<file path="src/logic/dlr_consts.svh">
// How it works
// - Read-modify-write lowers write-enable after column strobe.
// - Hold column strobe and write-enable low together.
// - Refresh all 64 rows every 2 ms.
// - Refresh cycles keep chip select deasserted.
// - Refresh uses row strobe only, column idle.
// - Column strobe restores output after refresh runs.
// - Column strobe reaches all chips for deselection.
// - Single chip: chip select low only while column strobe is low, high during the row phase.
// - Eight refresh cycles before first access.
`ifndef DLR_CONSTS_SVH
`define DLR_CONSTS_SVH

`define DLR_CLK_NS      50
`define DLR_ROWS        64
`define DLR_T_RFSH_NS   2000000
`define DLR_REF_CYC     ((`DLR_T_RFSH_NS / `DLR_ROWS) / `DLR_CLK_NS)
`define DLR_T_RAS_NS    150
`define DLR_RAS_CYC     ((`DLR_T_RAS_NS + `DLR_CLK_NS - 1) / `DLR_CLK_NS)
`define DLR_T_CAS_NS    100
`define DLR_CAS_CYC     ((`DLR_T_CAS_NS + `DLR_CLK_NS - 1) / `DLR_CLK_NS)
`define DLR_T_RP_NS     100
`define DLR_RP_CYC      ((`DLR_T_RP_NS + `DLR_CLK_NS - 1) / `DLR_CLK_NS)
`define DLR_T_WP_NS     45
`define DLR_WP_CYC      ((`DLR_T_WP_NS + `DLR_CLK_NS - 1) / `DLR_CLK_NS)
`define DLR_INIT_REFS   8
`define DLR_PEND_URGENT 4
`define DLR_PEND_MAX    7
`define DLR_ROW_LSB     0
`define DLR_COL_LSB     6

`endif

</file>
<file path="src/logic/dlr_pkg.sv">
package dlr_pkg;

	typedef struct packed {
		logic        write;
		logic        rmw;
		logic [11:0] addr;
		logic        wdata;
	} dlr_req_t;

	typedef struct packed {
		logic       rasN;
		logic       casN;
		logic       weN;
		logic       csN;
		logic [5:0] addr;
		logic       din;
	} dlr_pins_t;

	typedef enum logic [5:0] {
		S_IDLE = 6'h01,
		S_ROW  = 6'h02,
		S_COL  = 6'h04,
		S_WE   = 6'h08,
		S_PRE  = 6'h10,
		S_REF  = 6'h20
	} dlr_state_t;

endpackage

</file>
<file path="src/logic/dlr_refresh_timer.sv">
`timescale 1ns/10ps
`include "dlr_consts.svh"
module dlr_refresh_timer
	import dlr_pkg::*;
(
	input  wire logic       clk,
	input  wire logic       srst,
	input  wire logic       refDone,
	output logic            refPending,
	output logic            refUrgent,
	output logic [5:0]      rowAddr
);

	logic [9:0] divCnt_ff;
	logic       tick_ff;
	logic [2:0] pendCnt_ff;
	logic [5:0] rowCnt_ff;

	// Divider makes one refresh slot per row within the refresh period.
	always_ff @(posedge clk) begin
		if (srst) begin
			divCnt_ff <= 10'h000;
			tick_ff   <= 1'b0;
		end else if (divCnt_ff == 10'(`DLR_REF_CYC - 1)) begin
			divCnt_ff <= 10'h000;
			tick_ff   <= 1'b1;
		end else begin
			divCnt_ff <= divCnt_ff + 10'h001;
			tick_ff   <= 1'b0;
		end
	end

	// Pending slots; a new slot and a finished refresh in one cycle cancel.
	always_ff @(posedge clk) begin
		if (srst) begin
			pendCnt_ff <= 3'h0;
		end else if (tick_ff && !refDone && pendCnt_ff != 3'(`DLR_PEND_MAX)) begin
			pendCnt_ff <= pendCnt_ff + 3'h1;
		end else if (!tick_ff && refDone && pendCnt_ff != 3'h0) begin
			pendCnt_ff <= pendCnt_ff - 3'h1;
		end
	end

	// Row counter walks every row in turn.
	always_ff @(posedge clk) begin
		if (srst) begin
			rowCnt_ff <= 6'h00;
		end else if (refDone) begin
			rowCnt_ff <= rowCnt_ff + 6'h01;
		end
	end

	assign refPending = (pendCnt_ff != 3'h0);
	assign refUrgent  = (pendCnt_ff >= 3'(`DLR_PEND_URGENT));
	assign rowAddr    = rowCnt_ff;

endmodule // dlr_refresh_timer

</file>
<file path="src/logic/dlr_ctrl.sv">
`timescale 1ns/10ps
`include "dlr_consts.svh"
module dlr_ctrl
	import dlr_pkg::*;
(
	input  wire logic       clk,
	input  wire logic       srst,
	input  wire logic       reqValid,
	input  wire dlr_req_t   req,
	output logic            reqReady,
	output logic            rspValid,
	output logic            rspData,
	output dlr_pins_t       pins,
	input  wire logic       dout,
	output logic            initDone
);

	dlr_state_t state_ff;
	dlr_req_t   cur_ff;
	dlr_pins_t  pins_ff;
	logic [3:0] cnt_ff;
	logic [3:0] initCnt_ff;
	logic       initDone_ff;
	logic       reqReady_ff;
	logic       rspValid_ff;
	logic       rspData_ff;
	logic       refDone_ff;
	logic       refPending;
	logic       refUrgent;
	logic [5:0] rowAddr;
	logic       take;
	logic       refWant;
	dlr_state_t nxtState;

	dlr_refresh_timer u_timer (
		.clk        (clk),
		.srst       (srst),
		.refDone    (refDone_ff),
		.refPending (refPending),
		.refUrgent  (refUrgent),
		.rowAddr    (rowAddr)
	);

	assign take    = (state_ff == S_IDLE) && reqValid && reqReady_ff;
	assign refWant = refPending || !initDone_ff;

	// Next state, used for the ready flag.
	always_comb begin
		nxtState = state_ff;
		case (state_ff)
			S_IDLE: begin
				if (take) begin
					nxtState = S_ROW;
				end else if (refWant) begin
					nxtState = S_REF;
				end
			end
			S_ROW: begin
				nxtState = S_COL;
			end
			S_COL: begin
				if (cnt_ff == 4'(`DLR_CAS_CYC - 1)) begin
					nxtState = cur_ff.rmw ? S_WE : S_PRE;
				end
			end
			S_WE: begin
				if (cnt_ff == 4'(`DLR_WP_CYC)) begin
					nxtState = S_PRE;
				end
			end
			S_REF: begin
				if (cnt_ff == 4'(`DLR_RAS_CYC - 1)) begin
					nxtState = S_PRE;
				end
			end
			S_PRE: begin
				if (cnt_ff == 4'(`DLR_RP_CYC - 1)) begin
					nxtState = S_IDLE;
				end
			end
			default: begin
				nxtState = S_IDLE;
			end
		endcase
	end

	// State and phase counter.
	always_ff @(posedge clk) begin
		if (srst) begin
			state_ff <= S_IDLE;
			cnt_ff   <= 4'h0;
		end else begin
			state_ff <= nxtState;
			cnt_ff   <= (nxtState != state_ff) ? 4'h0 : cnt_ff + 4'h1;
		end
	end

	// Request capture.
	always_ff @(posedge clk) begin
		if (srst) begin
			cur_ff <= '0;
		end else if (take) begin
			cur_ff <= req;
		end
	end

	// Device pins.
	always_ff @(posedge clk) begin
		if (srst) begin
			pins_ff <= '{rasN: 1'b1, casN: 1'b1, weN: 1'b1, csN: 1'b1, addr: 6'h00, din: 1'b0};
		end else begin
			case (nxtState)
				S_ROW: begin
					pins_ff.rasN <= 1'b0;
					pins_ff.addr <= req.addr[`DLR_ROW_LSB +: 6];
					pins_ff.weN  <= 1'b1;
				end
				S_COL: begin
					pins_ff.casN <= 1'b0;
					pins_ff.csN  <= 1'b0;
					pins_ff.addr <= cur_ff.addr[`DLR_COL_LSB +: 6];
					pins_ff.din  <= cur_ff.wdata;
					pins_ff.weN  <= !(cur_ff.write && !cur_ff.rmw);
				end
				S_WE: begin
					pins_ff.weN  <= 1'b0;
				end
				S_REF: begin
					pins_ff.rasN <= 1'b0;
					pins_ff.casN <= 1'b1;
					pins_ff.csN  <= 1'b1;
					pins_ff.weN  <= 1'b1;
					pins_ff.addr <= rowAddr;
				end
				default: begin
					pins_ff.rasN <= 1'b1;
					pins_ff.casN <= 1'b1;
					pins_ff.weN  <= 1'b1;
					pins_ff.csN  <= 1'b1;
				end
			endcase
		end
	end

	// Read data is sampled once the column access time has passed.
	always_ff @(posedge clk) begin
		if (srst) begin
			rspValid_ff <= 1'b0;
			rspData_ff  <= 1'b0;
		end else begin
			rspValid_ff <= (state_ff == S_COL) && (nxtState != S_COL);
			if ((state_ff == S_COL) && (nxtState != S_COL)) begin
				rspData_ff <= (cur_ff.write && !cur_ff.rmw) ? cur_ff.wdata : dout;
			end
		end
	end

	// Refresh bookkeeping and power-up count.
	always_ff @(posedge clk) begin
		if (srst) begin
			refDone_ff  <= 1'b0;
			initCnt_ff  <= 4'h0;
			initDone_ff <= 1'b0;
		end else begin
			refDone_ff <= (state_ff == S_REF) && (nxtState == S_PRE);
			if (refDone_ff && !initDone_ff) begin
				initCnt_ff <= initCnt_ff + 4'h1;
			end
			initDone_ff <= (initCnt_ff == 4'(`DLR_INIT_REFS));
		end
	end

	// Ready only when idle, initialised and refresh is not urgent.
	always_ff @(posedge clk) begin
		if (srst) begin
			reqReady_ff <= 1'b0;
		end else begin
			reqReady_ff <= (nxtState == S_IDLE) && !take && initDone_ff && !refUrgent;
		end
	end

	assign reqReady = reqReady_ff;
	assign rspValid = rspValid_ff;
	assign rspData  = rspData_ff;
	assign pins     = pins_ff;
	assign initDone = initDone_ff;
endmodule // dlr_ctrl

</file>
<file path="config.mk">
export PLATFORM = sky130hd
export DESIGN_NAME = dlr_ctrl
export DESIGN_NICKNAME = d
export VERILOG_FILES = /design/src/logic/dlr_pkg.sv /design/src/logic/dlr_refresh_timer.sv /design/src/logic/dlr_ctrl.sv
export VERILOG_INCLUDE_DIRS = /design/src /design/src/logic
export SDC_FILE = /design/constraint.sdc
export NUM_CORES = 1
export LEC_CHECK = 0
export CAP_MARGIN = 15
export CORE_MARGIN = 10
export CORE_UTILIZATION = 55
export CTS_CLUSTER_DIAMETER = 200
export DETAILED_ROUTE_END_ITERATION = 16
export DONT_BUFFER_PORTS = 1
export GPL_TIMING_DRIVEN = 1
export PLACE_DENSITY = 0.78
export SLEW_MARGIN = 20
export SYNTH_ARGS = -nofsm -noshare
export SYNTH_HDL_FRONTEND = slang
export SYNTH_SLANG_ARGS = --single-unit
</file>
<file path="constraint.sdc">
create_clock -name clk -period 2.2 [get_ports clk]
set_input_delay 0.22 -clock clk [delete_from_list [all_inputs] [get_ports clk]]
set_output_delay 0.22 -clock clk [all_outputs]
set_load 0.02 [all_outputs]
</file>
==> results of run 1 <==
==> per-stage QoR <==
| step | instances | hold slack, ns | area (um^2) | util [%] | power, W |
|---|---|---|---|---|---|
| floorplan | 322 | 0.356 | 2750 | - | 0.00144 |
| global placement | 383 | 0.296 | 2840 | 59.4 | 0.00148 |
| detailed placement | 383 | 0.299 | 2840 | 59.4 | 0.00148 |
| CTS | 401 | 0.00731 | 3050 | 63.7 | 0.00235 |
| global route | 401 | 0.0139 | 3070 | 64.1 | 0.00246 |
| finish | 401 | 0.0133 | 3070 | 64.1 | 0.00236 |
==> logic make-up after synthesis <==
| logic type | count (synthesis) |
|---|---|
| compound gates | 62 |
| xor+xnor | 18 |
| fa+ha+maj | 9 |
| buf+inv | 30 |
| flops | 58 |
| mux | 2 |
| simple gates | 143 |
==> critical path, cell delays in order (launching register included) <==
cell	delay, ns
dfxtp_1	0.31
or4_4	0.57
or4b_4	0.58
and2_4	0.22
a311o_1	0.34
==> what timing repair did <==
action | 4_1_cts | 5_1_grt
resized for setup | 1 | 6
setup endpoints to repair | 5 | 12
hold buffers | 2 | 0
endpoints found under the hold margin | 41 | 0
==> sequential cells by signal, indices dropped and copies added (netlist names) <==
register	flops
cnt_ff	4
cur_ff	9
initCnt_ff	4
initDone	1
pins	10
refDone_ff	1
reqReady	1
rspData	1
rspValid	1
state_ff	6
u_timer.divCnt_ff	10
u_timer.pendCnt_ff	3
u_timer.rowAddr	6
u_timer.tick_ff	1
==> area by class of cell <==
class,instances,area (um^2)
Clock inverter,5,30.0
Timing Repair Buffer,17,143
Fill cell,400,1720
Sequential cell,58,1160
Inverter,9,33.8
Tap cell,67,83.8
Clock buffer,11,141
Multi-Input combinational cell,234,1480
==> power by group through the flow <==
stage               logic [W]  clock network, W  registers (W)
floorplan            0.000258                 0        0.00118
global placement     0.000283                 0        0.00119
detailed placement   0.000290                 0        0.00119
CTS                  0.000311          0.000874        0.00117
global route         0.000361          0.000922        0.00117
finish               0.000322          0.000865        0.00117
==> worst max path at each step <==
stage	startpoint	end	slack, ns	cells past startpoint
floorplan	state_ff[4]	pins[10]	0.03	6
detailed placement	state_ff[2]	pins[4]	-0.02	5
finish	state_ff[2]	pins[10]	0.07	4
global route	state_ff[0]	rspData	-0.002	6
global placement	state_ff[2]	pins[2]	0.04	5
CTS	cnt_ff[1]	pins[4]	0.04	7
==> cells in the final DEF, fill, tap and decap left out, types with 2 or more instances in the layout <==
| cell | Yosys | layout |
|---|---|---|
| ha_1 | 8 | 8 |
| xnor2_1 | 9 | 9 |
| nand3b_1 | 2 | 2 |
| a311o_1 | 2 | 2 |
| o211ai_1 | 6 | 6 |
| xor2_1 | 9 | 9 |
| nand4_1 | 4 | 4 |
| nor4bb_1 | 2 | 2 |
| or4_1 | 3 | 3 |
| o21ai_0 | 3 | 3 |
| or2_2 | 3 | 2 |
| clkinv_2 | 0 | 3 |
| a311oi_1 | 2 | 2 |
| a22oi_1 | 6 | 6 |
| nor3b_1 | 3 | 3 |
| inv_1 | 9 | 9 |
| clkinvlp_4 | 0 | 2 |
| a21oi_1 | 23 | 22 |
| nor2_1 | 38 | 37 |
| nor4_1 | 8 | 8 |
| clkbuf_8 | 0 | 10 |
| nand2b_1 | 6 | 6 |
| nand3_1 | 10 | 10 |
| a211oi_1 | 8 | 7 |
| nor3_1 | 12 | 11 |
| nand2_1 | 34 | 33 |
| or3_1 | 3 | 3 |
| and3_1 | 2 | 2 |
| nor2b_1 | 6 | 6 |
| dfxtp_1 | 58 | 58 |
| mux2i_1 | 2 | 2 |
| buf_4 | 2 | 15 |
==> per-layer routing <==
metal	GRT usage (%)	vias up	share of wire [%]
met1	17.7	1045	44
li1	-	1153	-
met4	8.22	0	2.0
met2	23.6	62	47
met3	5.65	8	7.1
met5	0	-	0
==> results by stage, run 1 <==
Outcome:
- The flow ran to the end, and the final reports show no timing, DRC or antenna violations.

Worst setup path:
- In this run the critical register-to-register path is launched from state_ff[2].
- The required time of the critical path is 2.42 ns.
- The largest driver fanout on the critical path is 9.
- The worst register-to-register path has a setup slack of ~0.065 ns.
- STA classifies the critical path startpoint as a flip-flop.
- In this run the critical register-to-register path is captured at pins[10].
- The kind of end point of the critical path is a flip-flop.
- STA puts the critical path data arrival time at 2.36 ns.
- The cell depth of the worst flop-to-flop path is 4.
- The start-to-end type of the worst setup path is reg2reg.

Power:
- The clock network fraction of design power is 36.7%.
- The switching part of the total is ~29%.
- In this run the power spent charging and discharging nets is 0.000686 W.
- Internal power comes to between 0.0015 and 0.002 W.
- Of the total power, registers draw 49.6%.
- The reported leakage power is 1.12 nW.
- The combinational share of power is between 10% and 20%.
- The largest vdd supply drop is slightly below 600 uV.
- Dividing total power by cell area gives a power density of 768 nW/um^2.

Floorplan:
- For this configuration, the core starts out at a cell density of a little under three fifths.
- The row count is 25.
- In this run the standard cell core region covers 4790 um^2.
- Pin placement for this block handled 34 I/O pins.
- The horizontal die dimension is between 90 and 100 um.
- The floorplan step set the die height to 90.7 um.
- The die covers approximately 8200 um^2.

Clock tree:
- Buffers added to address setup during post-CTS repair amount to 0.
- TritonCTS built the clock tree.
- The tree is rooted in a clkbuf_8.
- The number of CTS-inserted buffers is 9.
- The clock drives 58 sinks.
- For the worst-skew pair, the clock arrives at the later sink with an insertion delay of 0.34 ns.
- The deepest clock path buffer count is 2.
- The post-CTS clock slew at the launch and capture registers of the worst setup and hold paths is roughly 0.07 ns.
- The clock tree synthesis step divided the H-tree into 3 levels.

GRT:
- The wire length of the first global-routing pass is between 10000 and 15000 um.
- After global routing the overflow that remains totals 0.
- The number of global-route vias before repair was roughly 2.2k.
- Entering global routing, the biggest net connects 42 pins.
- The initial antenna violation count is 0.
- The global-route total usage across every layer is 15.2%.

Detailed routing:
- For this run, design rule violations remaining after detail routing come to 0.
- In the routed layout, each cell is associated on average with a via count of 5.66.
- The count of nets left with antenna violations after detail routing is 0.
- The detailed-routing iteration count for the pre-antenna-repair pass is 4.
- The final layout contains routed wiring with a total length of 6190 um.
- For this block, the initial DRC count from the detailed router was 171.
- In the final routed layout, each cell accounts on average for 15.4 um.
- Across all layers, the routed design uses 2268 vias.

STA:
- For the pin with the worst max-slew slack, the measured transition is roughly 0.63 ns.
- The post-layout minimum cycle time is around 2.1 ns.
- The number of failing hold endpoints at the final stage is 0.
- The final number of max-transition violations is 0.
- The maximum operating frequency is around 470 MHz.
- Setup total negative slack on the finished layout was measured at 0 ns.
- The post-route clock period utilization is 97.0%.
- The worst pin sits at a relative slew slack of 58.0%.
- Setup violations remaining at the end of the flow were counted as 0.
- Across the routed clock network, the largest skew measured is 0.00868 ns.
- After layout, the worst setup slack is 0.0651 ns.

Synth:
- After Yosys synthesis, and, or, nand and nor cells account for between 20% and 30% of the synthesized area.
- Of the post-synthesis cell area, the part taken by muxes is 0.729%.
- When the netlist entered floorplanning its net count stood at 350.
- The compound-cell area share of the yosys netlist is between 10% and 20%.
- The cell area after synthesis is 2750 um^2.
- The commonest cells after synthesis are dfxtp_1 (58), nor2_1 (38), nand2_1 (34).
- The post-synthesis sequential element count is 58.
- The fraction of the yosys area taken by sequential cells is 42.3%.
- The adder-cell area share of the yosys netlist is 4.38%.
- By instance count, the leading cell after synthesis is dfxtp_1.
- The post-synthesis share of cell area spent on xor and xnor gates is 5.74%.
- The share of the synthesized area in the top cell type is 42.3%.
- Yosys mapped a number of flops with a built-in enable equal to 0.
- The number of distinct library cells after synthesis is 51.
- The prevailing post-synth register cell is dfxtp_1.
- The post-synthesis instance total is 322.
- The synthesized design spends more area on one cell type than any other, namely dfxtp_1.
- By area, the combinational part of the netlist is dominated by simple AND/OR/NAND/NOR gates.
- The share of synthesized registers carrying an async set or reset is 0%.
- A synthesized cell averages 8.53 um^2.
- Yosys attributes the largest share of cell area to dfxtp_1 (42%), nor2_1 (5.2%), nand2_1 (4.6%), a21oi_1 (4.2%), ha_1 (3.6%).
- The number of warnings printed during yosys synthesis is 0.

Min path:
- The worst hold path startpoint is req[10].
- The cell depth of the worst min-delay path is 2.
- The worst hold path class is in2reg.
- The worst-case hold path end point is cur_ff[10].

Layout:
- For this run, the post-layout net count is around 360.
- The area growth from synthesis to layout is 11.8%.
- 0 antenna diodes ended up in the layout.
- The fraction of layout cells with a size suffix above 1 is a little over an eighth.

Place:
- At the end of routability-driven placement, the weighted congestion stood at 0.839.
- The HPWL reported at the end of detailed placement is 4180 um.
- The number of port buffers is 0.
- The worst slack after detailed placement is -0.0189 ns.

Run:
- The max-capacitance violation count is 0.
(Power assumes the default switching activity.)
==> run 2, diff against run 1 <==
--- a/config.mk
+++ b/config.mk
@@ -7,13 +7,15 @@
 export NUM_CORES = 1
 export LEC_CHECK = 0
 export CAP_MARGIN = 15
+export CELL_PAD_IN_SITES_DETAIL_PLACEMENT = 0
+export CELL_PAD_IN_SITES_GLOBAL_PLACEMENT = 1
 export CORE_MARGIN = 10
-export CORE_UTILIZATION = 55
+export CORE_UTILIZATION = 42
 export CTS_CLUSTER_DIAMETER = 200
 export DETAILED_ROUTE_END_ITERATION = 16
 export DONT_BUFFER_PORTS = 1
 export GPL_TIMING_DRIVEN = 1
-export PLACE_DENSITY = 0.78
+export PLACE_DENSITY = 0.79
 export SLEW_MARGIN = 20
 export SYNTH_ARGS = -nofsm -noshare
 export SYNTH_HDL_FRONTEND = slang
==> results by stage, run 2 (synthesis results as in run 1) <==
STA:
- The post-layout minimum cycle time is 2.11 ns (-0.0201 ns).
- The transition time of the tightest slew-check pin came to 0.629 ns (-0.000570 ns).
- The worst hold slack after final layout was 0.0161 ns (+0.00280 ns).
- Setup repair after global routing could not meet its margin everywhere.
- The post-route setup TNS is 0 ns (unchanged).
- The final number of max-transition violations is 0 (unchanged).
- The number of failing hold endpoints at the final stage is 0 (unchanged).
- The maximum operating frequency is 473 MHz (+0.95%).
- The post-route clock period utilization is 96.1% (-0.91 points).
- The number of failing setup endpoints in the final timing report is 0 (unchanged).
- The remaining max-slew budget at the tightest pin is 58.0% (about the same).
- The worst-case clock skew came to 0.00675 ns (-0.00193 ns).

Layout:
- The top cell types in the final layout, fill and taps aside, are dfxtp_1 (58), nor2_1 (37), nand2_1 (33).
- The total of fill cells in the finished design is 613 (+53%).
- The final cell count without fillers is 414 (+3.2%).
- The number of diodes was 0 (unchanged).
- The fraction of layout cells with a size suffix above 1 is 13.6% (+0.48 points).
- The final standard cell utilization of the core came to 49.3% (-15 points).
- The library cell used most frequently in the layout, excluding fill and tap cells, is dfxtp_1.
- The post-layout net count is 360 (+0.84%).
- The synthesis-to-finish area growth is 14.1%.
- The final instance area is 3130 um^2 (+2.1%).

Clock tree:
- TritonCTS built the clock tree.
- The number of levels the H-tree was split into came to 3 (unchanged).
- The post-CTS clock slew at the launch and capture registers of the worst setup and hold paths was 0.07 ns (about the same).
- The number of CTS-inserted buffers came to 9 (unchanged).
- The number of post-CTS setup repair buffers came to 0 (unchanged).
- The count of clock tree sinks was 58 (unchanged).
- The root buffer selected by CTS is clkbuf_8.
- The deepest clock path buffer count is 2 (unchanged).
- The clock latency on the worst-skew pair is 0.33 ns (about the same).

Worst setup path:
- Traced cell by cell, the critical path runs through or4_4 -> or4b_4 -> and2_4 -> a311o_1.
- The required time of the critical path was 2.42 ns (about the same).
- By startpoint and endpoint, the worst setup path is classified as reg2reg.
- The most critical setup path has its startpoint at state_ff[2].
- The data arrival at the endpoint of the critical path is 2.34 ns (-0.02 ns).
- The kind of cell with the highest combined delay along the critical path is simple AND/OR/NAND/NOR gates.
- The origin of the critical flop-to-flop path is state_ff[2].
- The largest driver fanout on the critical path was 9 (unchanged).
- The worst setup path is launched from a flip-flop.
- The slowest stage of the critical path is the or4_4 cell.
- The critical path's largest stage delay is 0.57 ns (about the same).
- The number of buffer and inverter instances along the worst setup path was 0 (unchanged).
- The kind of end point of the critical path is a flip-flop.

GRT:
- The global-route total usage across every layer was 12.4% (-2.8 points).
- The global routing met3 resource utilization came to 4.73% (-0.92 points).
- The routing usage on met2 came to 18.5% (-5.1 points).
- The global route total overflow came to 0 (unchanged).
- The wire length of the first global-routing pass came to 10300 um (-0.87%).
- The initial antenna violation count came to 0 (unchanged).
- The maximum number of pins on one net before global-route repair was 43 (+2.4%).
- The number of global-route vias before repair was 2147 (-3.7%).
- met2 is the most crowded layer.
- The met1 layer usage reported by global route is 15.4% (-2.3 points).

Min path:
- The worst hold path class is in2reg.
- The worst hold path startpoint is req[14].

Power:
- The largest vdd supply drop was 458 uV (-23%).
- The power density normalized to cell area is 801 nW/um^2 (+4.3%).
- The reported leakage power is 1.16 nW (+2.9%).

Detailed routing:
- The count of nets left with antenna violations after detail routing was 0 (unchanged).
- The number of design rule violations left after detail routing came to 0 (unchanged).
- The detail-routed net length per standard cell came to 14.8 um (-4.4%).
- The detailed-routing iteration count for the pre-antenna-repair pass is 4 (unchanged).
- The via-per-instance ratio is 5.37 (-5.0%).
- The total wire length after detailed routing is 6110 um (-1.3%).
- The DRC marker count from the first detailed-route iteration was 78 (-54%).
- The via count was 2225 (-1.9%).

Outcome:
- The flow ran to the end, and the final reports show no timing, DRC or antenna violations.

Place:
- The number of port buffers was 0 (unchanged).
- The HPWL reported at the end of detailed placement is 4280 um (+2.3%).
- The weighted congestion reported at the end of routability-driven placement is 0.852 (+1.6%).
- The cell total after placement is 397 (+3.7%).
- The placed standard-cell area is 2900 um^2 (+1.9%).

Floorplan:
- The row count is 29 (+16%).
- The starting density of the core is 43.2% (-14 points).
- The area of the placeable core was 6350 um^2 (+33%).
- The horizontal die dimension is 101 um (+11%).
- The die outline height is 101 um (+11%).
- The die area is 10200 um^2 (+24%).
- The number of top-level pins was 34 (unchanged).

Run:
- The max-capacitance violation count is 0 (unchanged).
[run 2: changes by cell type in the layout (fill, tap and decap cells not counted), moves of 2 or more]
cell and delta:
clkbuf_1 +2, buf_4 +3, clkinv_2 -2, clkinvlp_4 -2
[run 2: timing repair]
| action | in CTS | in global routing |
|---|---|---|
| hold endpoints to repair | 42 | 0 |
| setup endpoints to repair | 0 | 9 |
| hold buffers | 1 | 0 |
| resized for setup | 0 | 5 |
[run 2: area by class of cell]
cell class,instances,area [um^2],area share (%)
tap,77,96.3,3.08
inverter,9,33.8,1.08
clock buffer,14,163,5.19
multi-input combinational,234,1470,46.9
clock inverter,2,35.0,1.12
sequential,58,1160,37.1
timing repair buffer,20,175,5.59
[run 2: path summary, 6_finish.rpt]
path                            cells past startpoint    endpoint  slack [ns]
worst max register to register                      4    pins[10]        0.09
worst min register to register                      2  cur_ff[10]        0.46
worst max-delay path                                4    pins[10]        0.09
worst min-delay path                                2  cur_ff[14]        0.02
[run 2: metrics by stage]
step           power [W]  setup slack (ns)
2_1_floorplan    0.00144            0.0324
3_3_place_gp     0.00151             0.115
3_5_place_dp     0.00152            0.0540
4_1_cts          0.00252            0.0281
5_1_grt          0.00262          -0.00243
6_report         0.00251            0.0852
[run 2: routing by layer]
metal	routed length, um	share of wire (%)
met1	2740	45
met5	0	0
met3	438	7.2
met4	84	1.4
met2	2850	47
[run 2: worst register-to-register path: cells and delay by family, from the launching register on]
kind,cells,cell delay (ns)
AO/OA/AOI/OAI,1,0.34
flip-flops,1,0.31
AND/OR/NAND/NOR,3,1.35
[run 2: where the power goes]
part	internal (W)	switching, W	total, W
Combinational	0.000167	0.000187	0.000354
Sequential	0.00110	0.0000741	0.00117
Clock	0.000585	0.000402	0.000987
==> run 3, diff against run 2 <==
--- a/config.mk
+++ b/config.mk
@@ -6,16 +6,14 @@
 export SDC_FILE = /design/constraint.sdc
 export NUM_CORES = 1
 export LEC_CHECK = 0
+export BUFFER_PORTS_ARGS = -buffer_cell sky130_fd_sc_hd__buf_2
 export CAP_MARGIN = 15
-export CELL_PAD_IN_SITES_DETAIL_PLACEMENT = 0
-export CELL_PAD_IN_SITES_GLOBAL_PLACEMENT = 1
 export CORE_MARGIN = 10
-export CORE_UTILIZATION = 42
+export CORE_UTILIZATION = 52
 export CTS_CLUSTER_DIAMETER = 200
 export DETAILED_ROUTE_END_ITERATION = 16
-export DONT_BUFFER_PORTS = 1
 export GPL_TIMING_DRIVEN = 1
-export PLACE_DENSITY = 0.79
+export PLACE_DENSITY = 0.81
 export SLEW_MARGIN = 20
 export SYNTH_ARGS = -nofsm -noshare
 export SYNTH_HDL_FRONTEND = slang
==> constraint.sdc (replaced) <==
create_clock -name clk -period 2.2 [get_ports clk]
set_input_delay 0.11 -clock clk [delete_from_list [all_inputs] [get_ports clk]]
set_output_delay 0.11 -clock clk [all_outputs]
set_load 0.02 [all_outputs]
==> results by stage, run 3 (synthesis results as in run 1) <==
GRT:
- The initial antenna violation count came to 0 (unchanged).
- The maximum number of pins on one net before global-route repair was 45 (+4.7%).
- The global route total overflow is 0 (unchanged).
- The wire length of the first global-routing pass is 10500 um (+2.0%).
- The number of global-route vias before repair came to 2210 (+2.9%).
- The global-route total usage across every layer is 14.9% (+2.5 points).

Power:
- The reported leakage power is 1.27 nW (+9.5%).
- The largest vdd supply drop is 659 uV (+44%).
- The total design power is 0.00243 W (-3.3%).
- The power density normalized to cell area is 741 nW/um^2 (-7.5%).

Min path:
- The worst hold path class is in2reg.

Layout:
- The leading cell type in the layout, fill and taps excluded is dfxtp_1.
- The total of fill cells in the finished design is 414 (-32%).
- The post-layout net count is 391 (+8.6%).
- Compared with the post-synthesis result, the final layout area differs by 19.3%.
- The number of diodes is 0 (unchanged).
- The fraction of layout cells with a size suffix above 1 is 22.0% (+8.4 points).
- The top cell types in the final layout, fill and taps aside, are dfxtp_1 (57), nor2_1 (37), nand2_1 (33), buf_2 (33), a21oi_1 (22).

Clock tree:
- The root buffer selected by CTS is clkbuf_8.
- The deepest clock path buffer count is 2 (unchanged).
- The number of levels the H-tree was split into was 3 (unchanged).
- The number of CTS-inserted buffers is 9 (unchanged).
- The count of clock tree sinks is 58 (unchanged).
- The CTS tree is done.
- The post-CTS clock slew at the launch and capture registers of the worst setup and hold paths is 0.07 ns (about the same).
- The clock latency on the worst-skew pair came to 0.33 ns (about the same).

STA:
- The transition time of the tightest slew-check pin is 0.510 ns (-0.120 ns).
- The number of failing setup endpoints in the final timing report was 0 (unchanged).
- The worst-case clock skew is 0.00597 ns (-0.000777 ns).
- The post-route setup TNS came to 0 ns (unchanged).
- The post-route clock period utilization is 97.9% (+1.8 points).
- The final number of max-transition violations is 0 (unchanged).
- The number of failing hold endpoints at the final stage is 0 (unchanged).
- The post-layout minimum cycle time is 2.15 ns (+0.0391 ns).
- The remaining max-slew budget at the tightest pin is 65.7% (+7.7 points).
- The maximum operating frequency is 464 MHz (-1.8%).
- Setup repair after global routing left no endpoint under its margin.

Detailed routing:
- The count of nets left with antenna violations after detail routing is 0 (unchanged).
- The total wire length after detailed routing came to 6370 um (+4.3%).
- The detail-routed net length per standard cell was 14.5 um (-1.4%).
- The DRC marker count from the first detailed-route iteration is 154 (+97%).
- The detailed-routing iteration count for the pre-antenna-repair pass is 4 (unchanged).
- The via count was 2418 (+8.7%).
- The number of design rule violations left after detail routing is 0 (unchanged).
- The via-per-instance ratio is 5.52 (+2.7%).

Place:
- The HPWL reported at the end of detailed placement is 4380 um (+2.2%).
- The number of port buffers is 33 (+33).
- The weighted congestion reported at the end of routability-driven placement is 0.848 (-0.47%).

Floorplan:
- The die area is 8580 um^2 (-16%).
- The area of the placeable core is 5110 um^2 (-20%).
- The number of top-level pins is 34 (unchanged).
- The die outline height is 92.7 um (-8.1%).
- The horizontal die dimension is 92.7 um (-8.1%).
- The row count is 26 (-10%).
- The starting density of the core is 53.7% (+11 points).

Worst setup path:
- The required time of the critical path was 2.40 ns (-0.02 ns).
- The start-to-end type of the worst setup path is reg2reg.
- The launching element type of the critical path is a flip-flop.
- The data arrival at the endpoint of the critical path is 2.35 ns (about the same).
- The worst setup path is captured at a flip-flop.
- The largest driver fanout on the critical path is 5 (-4).

Outcome:
- The flow ran to the end, and the final reports show no timing, DRC or antenna violations.

Run:
- The max-capacitance violation count is 0 (unchanged).
## run 3: cell count changes in the layout (fill, tap and decap cells not counted), sizes merged
| cell | change |
|---|---|
| clkinvlp | +2 |
| buf | +28 |
| bufinv | -1 |
| nand2 | +1 |
| clkinv | +2 |
| dlygate4sd3 | +1 |
| clkbuf | -3 |
| and2 | +1 |
## run 3: metrics by stage
stage,cell area [um^2],cells,hold WS [ns],setup WS (ns),util (%)
floorplan,2750,322,0.246,0.0324,-
global placement,3030,418,0.351,0.135,59.3
detailed placement,3030,418,0.357,0.0632,59.3
CTS,3220,435,0.00257,0.0527,63.0
global route,3270,438,0.00602,0.0124,64.1
finish,3270,438,0.0145,0.0461,64.1
## run 3: layout make-up
cell class	count	area [um^2]	area share, %
well taps	70	87.6	2.67
clock buffers	11	141	4.32
flip-flops and latches	58	1160	35.5
multi-input cells	236	1520	46.4
inverters	9	33.8	1.03
clock inverters	5	30.0	0.917
repair buffers	49	300	9.17
## run 3: repair_timing
item	4_1_cts	5_1_grt
endpoints found under the hold margin	1	0
hold buffers	1	0
gates cloned	0	2
pin swaps	0	8
resized for setup	2	10
endpoints found under the setup margin	4	10
setup buffers	0	2
## run 3: final timing paths
path | cells past startpoint | slack, ns | end | from
max | 5 | 0.05 | pins[4] | state_ff[4]
min | 3 | 0.01 | cur_ff[10] | req[10]
max reg2reg | 5 | 0.05 | pins[4] | state_ff[4]
min reg2reg | 2 | 0.46 | cur_ff[10] | cur_ff[10]
## run 3: worst max-delay path, cell delays in order (launching register included)
cell and delay, ns:
dfxtp_2 0.32, or4_4 0.57, or4b_4 0.65, and2_4 0.20, o211ai_1 0.15, a211oi_2 0.13
## run 3: routing by layer
| layer | track usage (%) | share of wire (%) |
|---|---|---|
| met1 | 19.0 | 44 |
| met2 | 22.9 | 49 |
| met3 | 4.44 | 5.7 |
| met4 | 6.17 | 1.5 |
| met5 | 0 | 0 |
## run 3: report_power, final
group	switching (W)	total [W]	internal (W)	leakage [nW]
Combinational	0.000265	0.000457	0.000192	0.710
Clock	0.000413	0.000846	0.000433	0.0851
Sequential	0.0000299	0.00112	0.00109	0.470
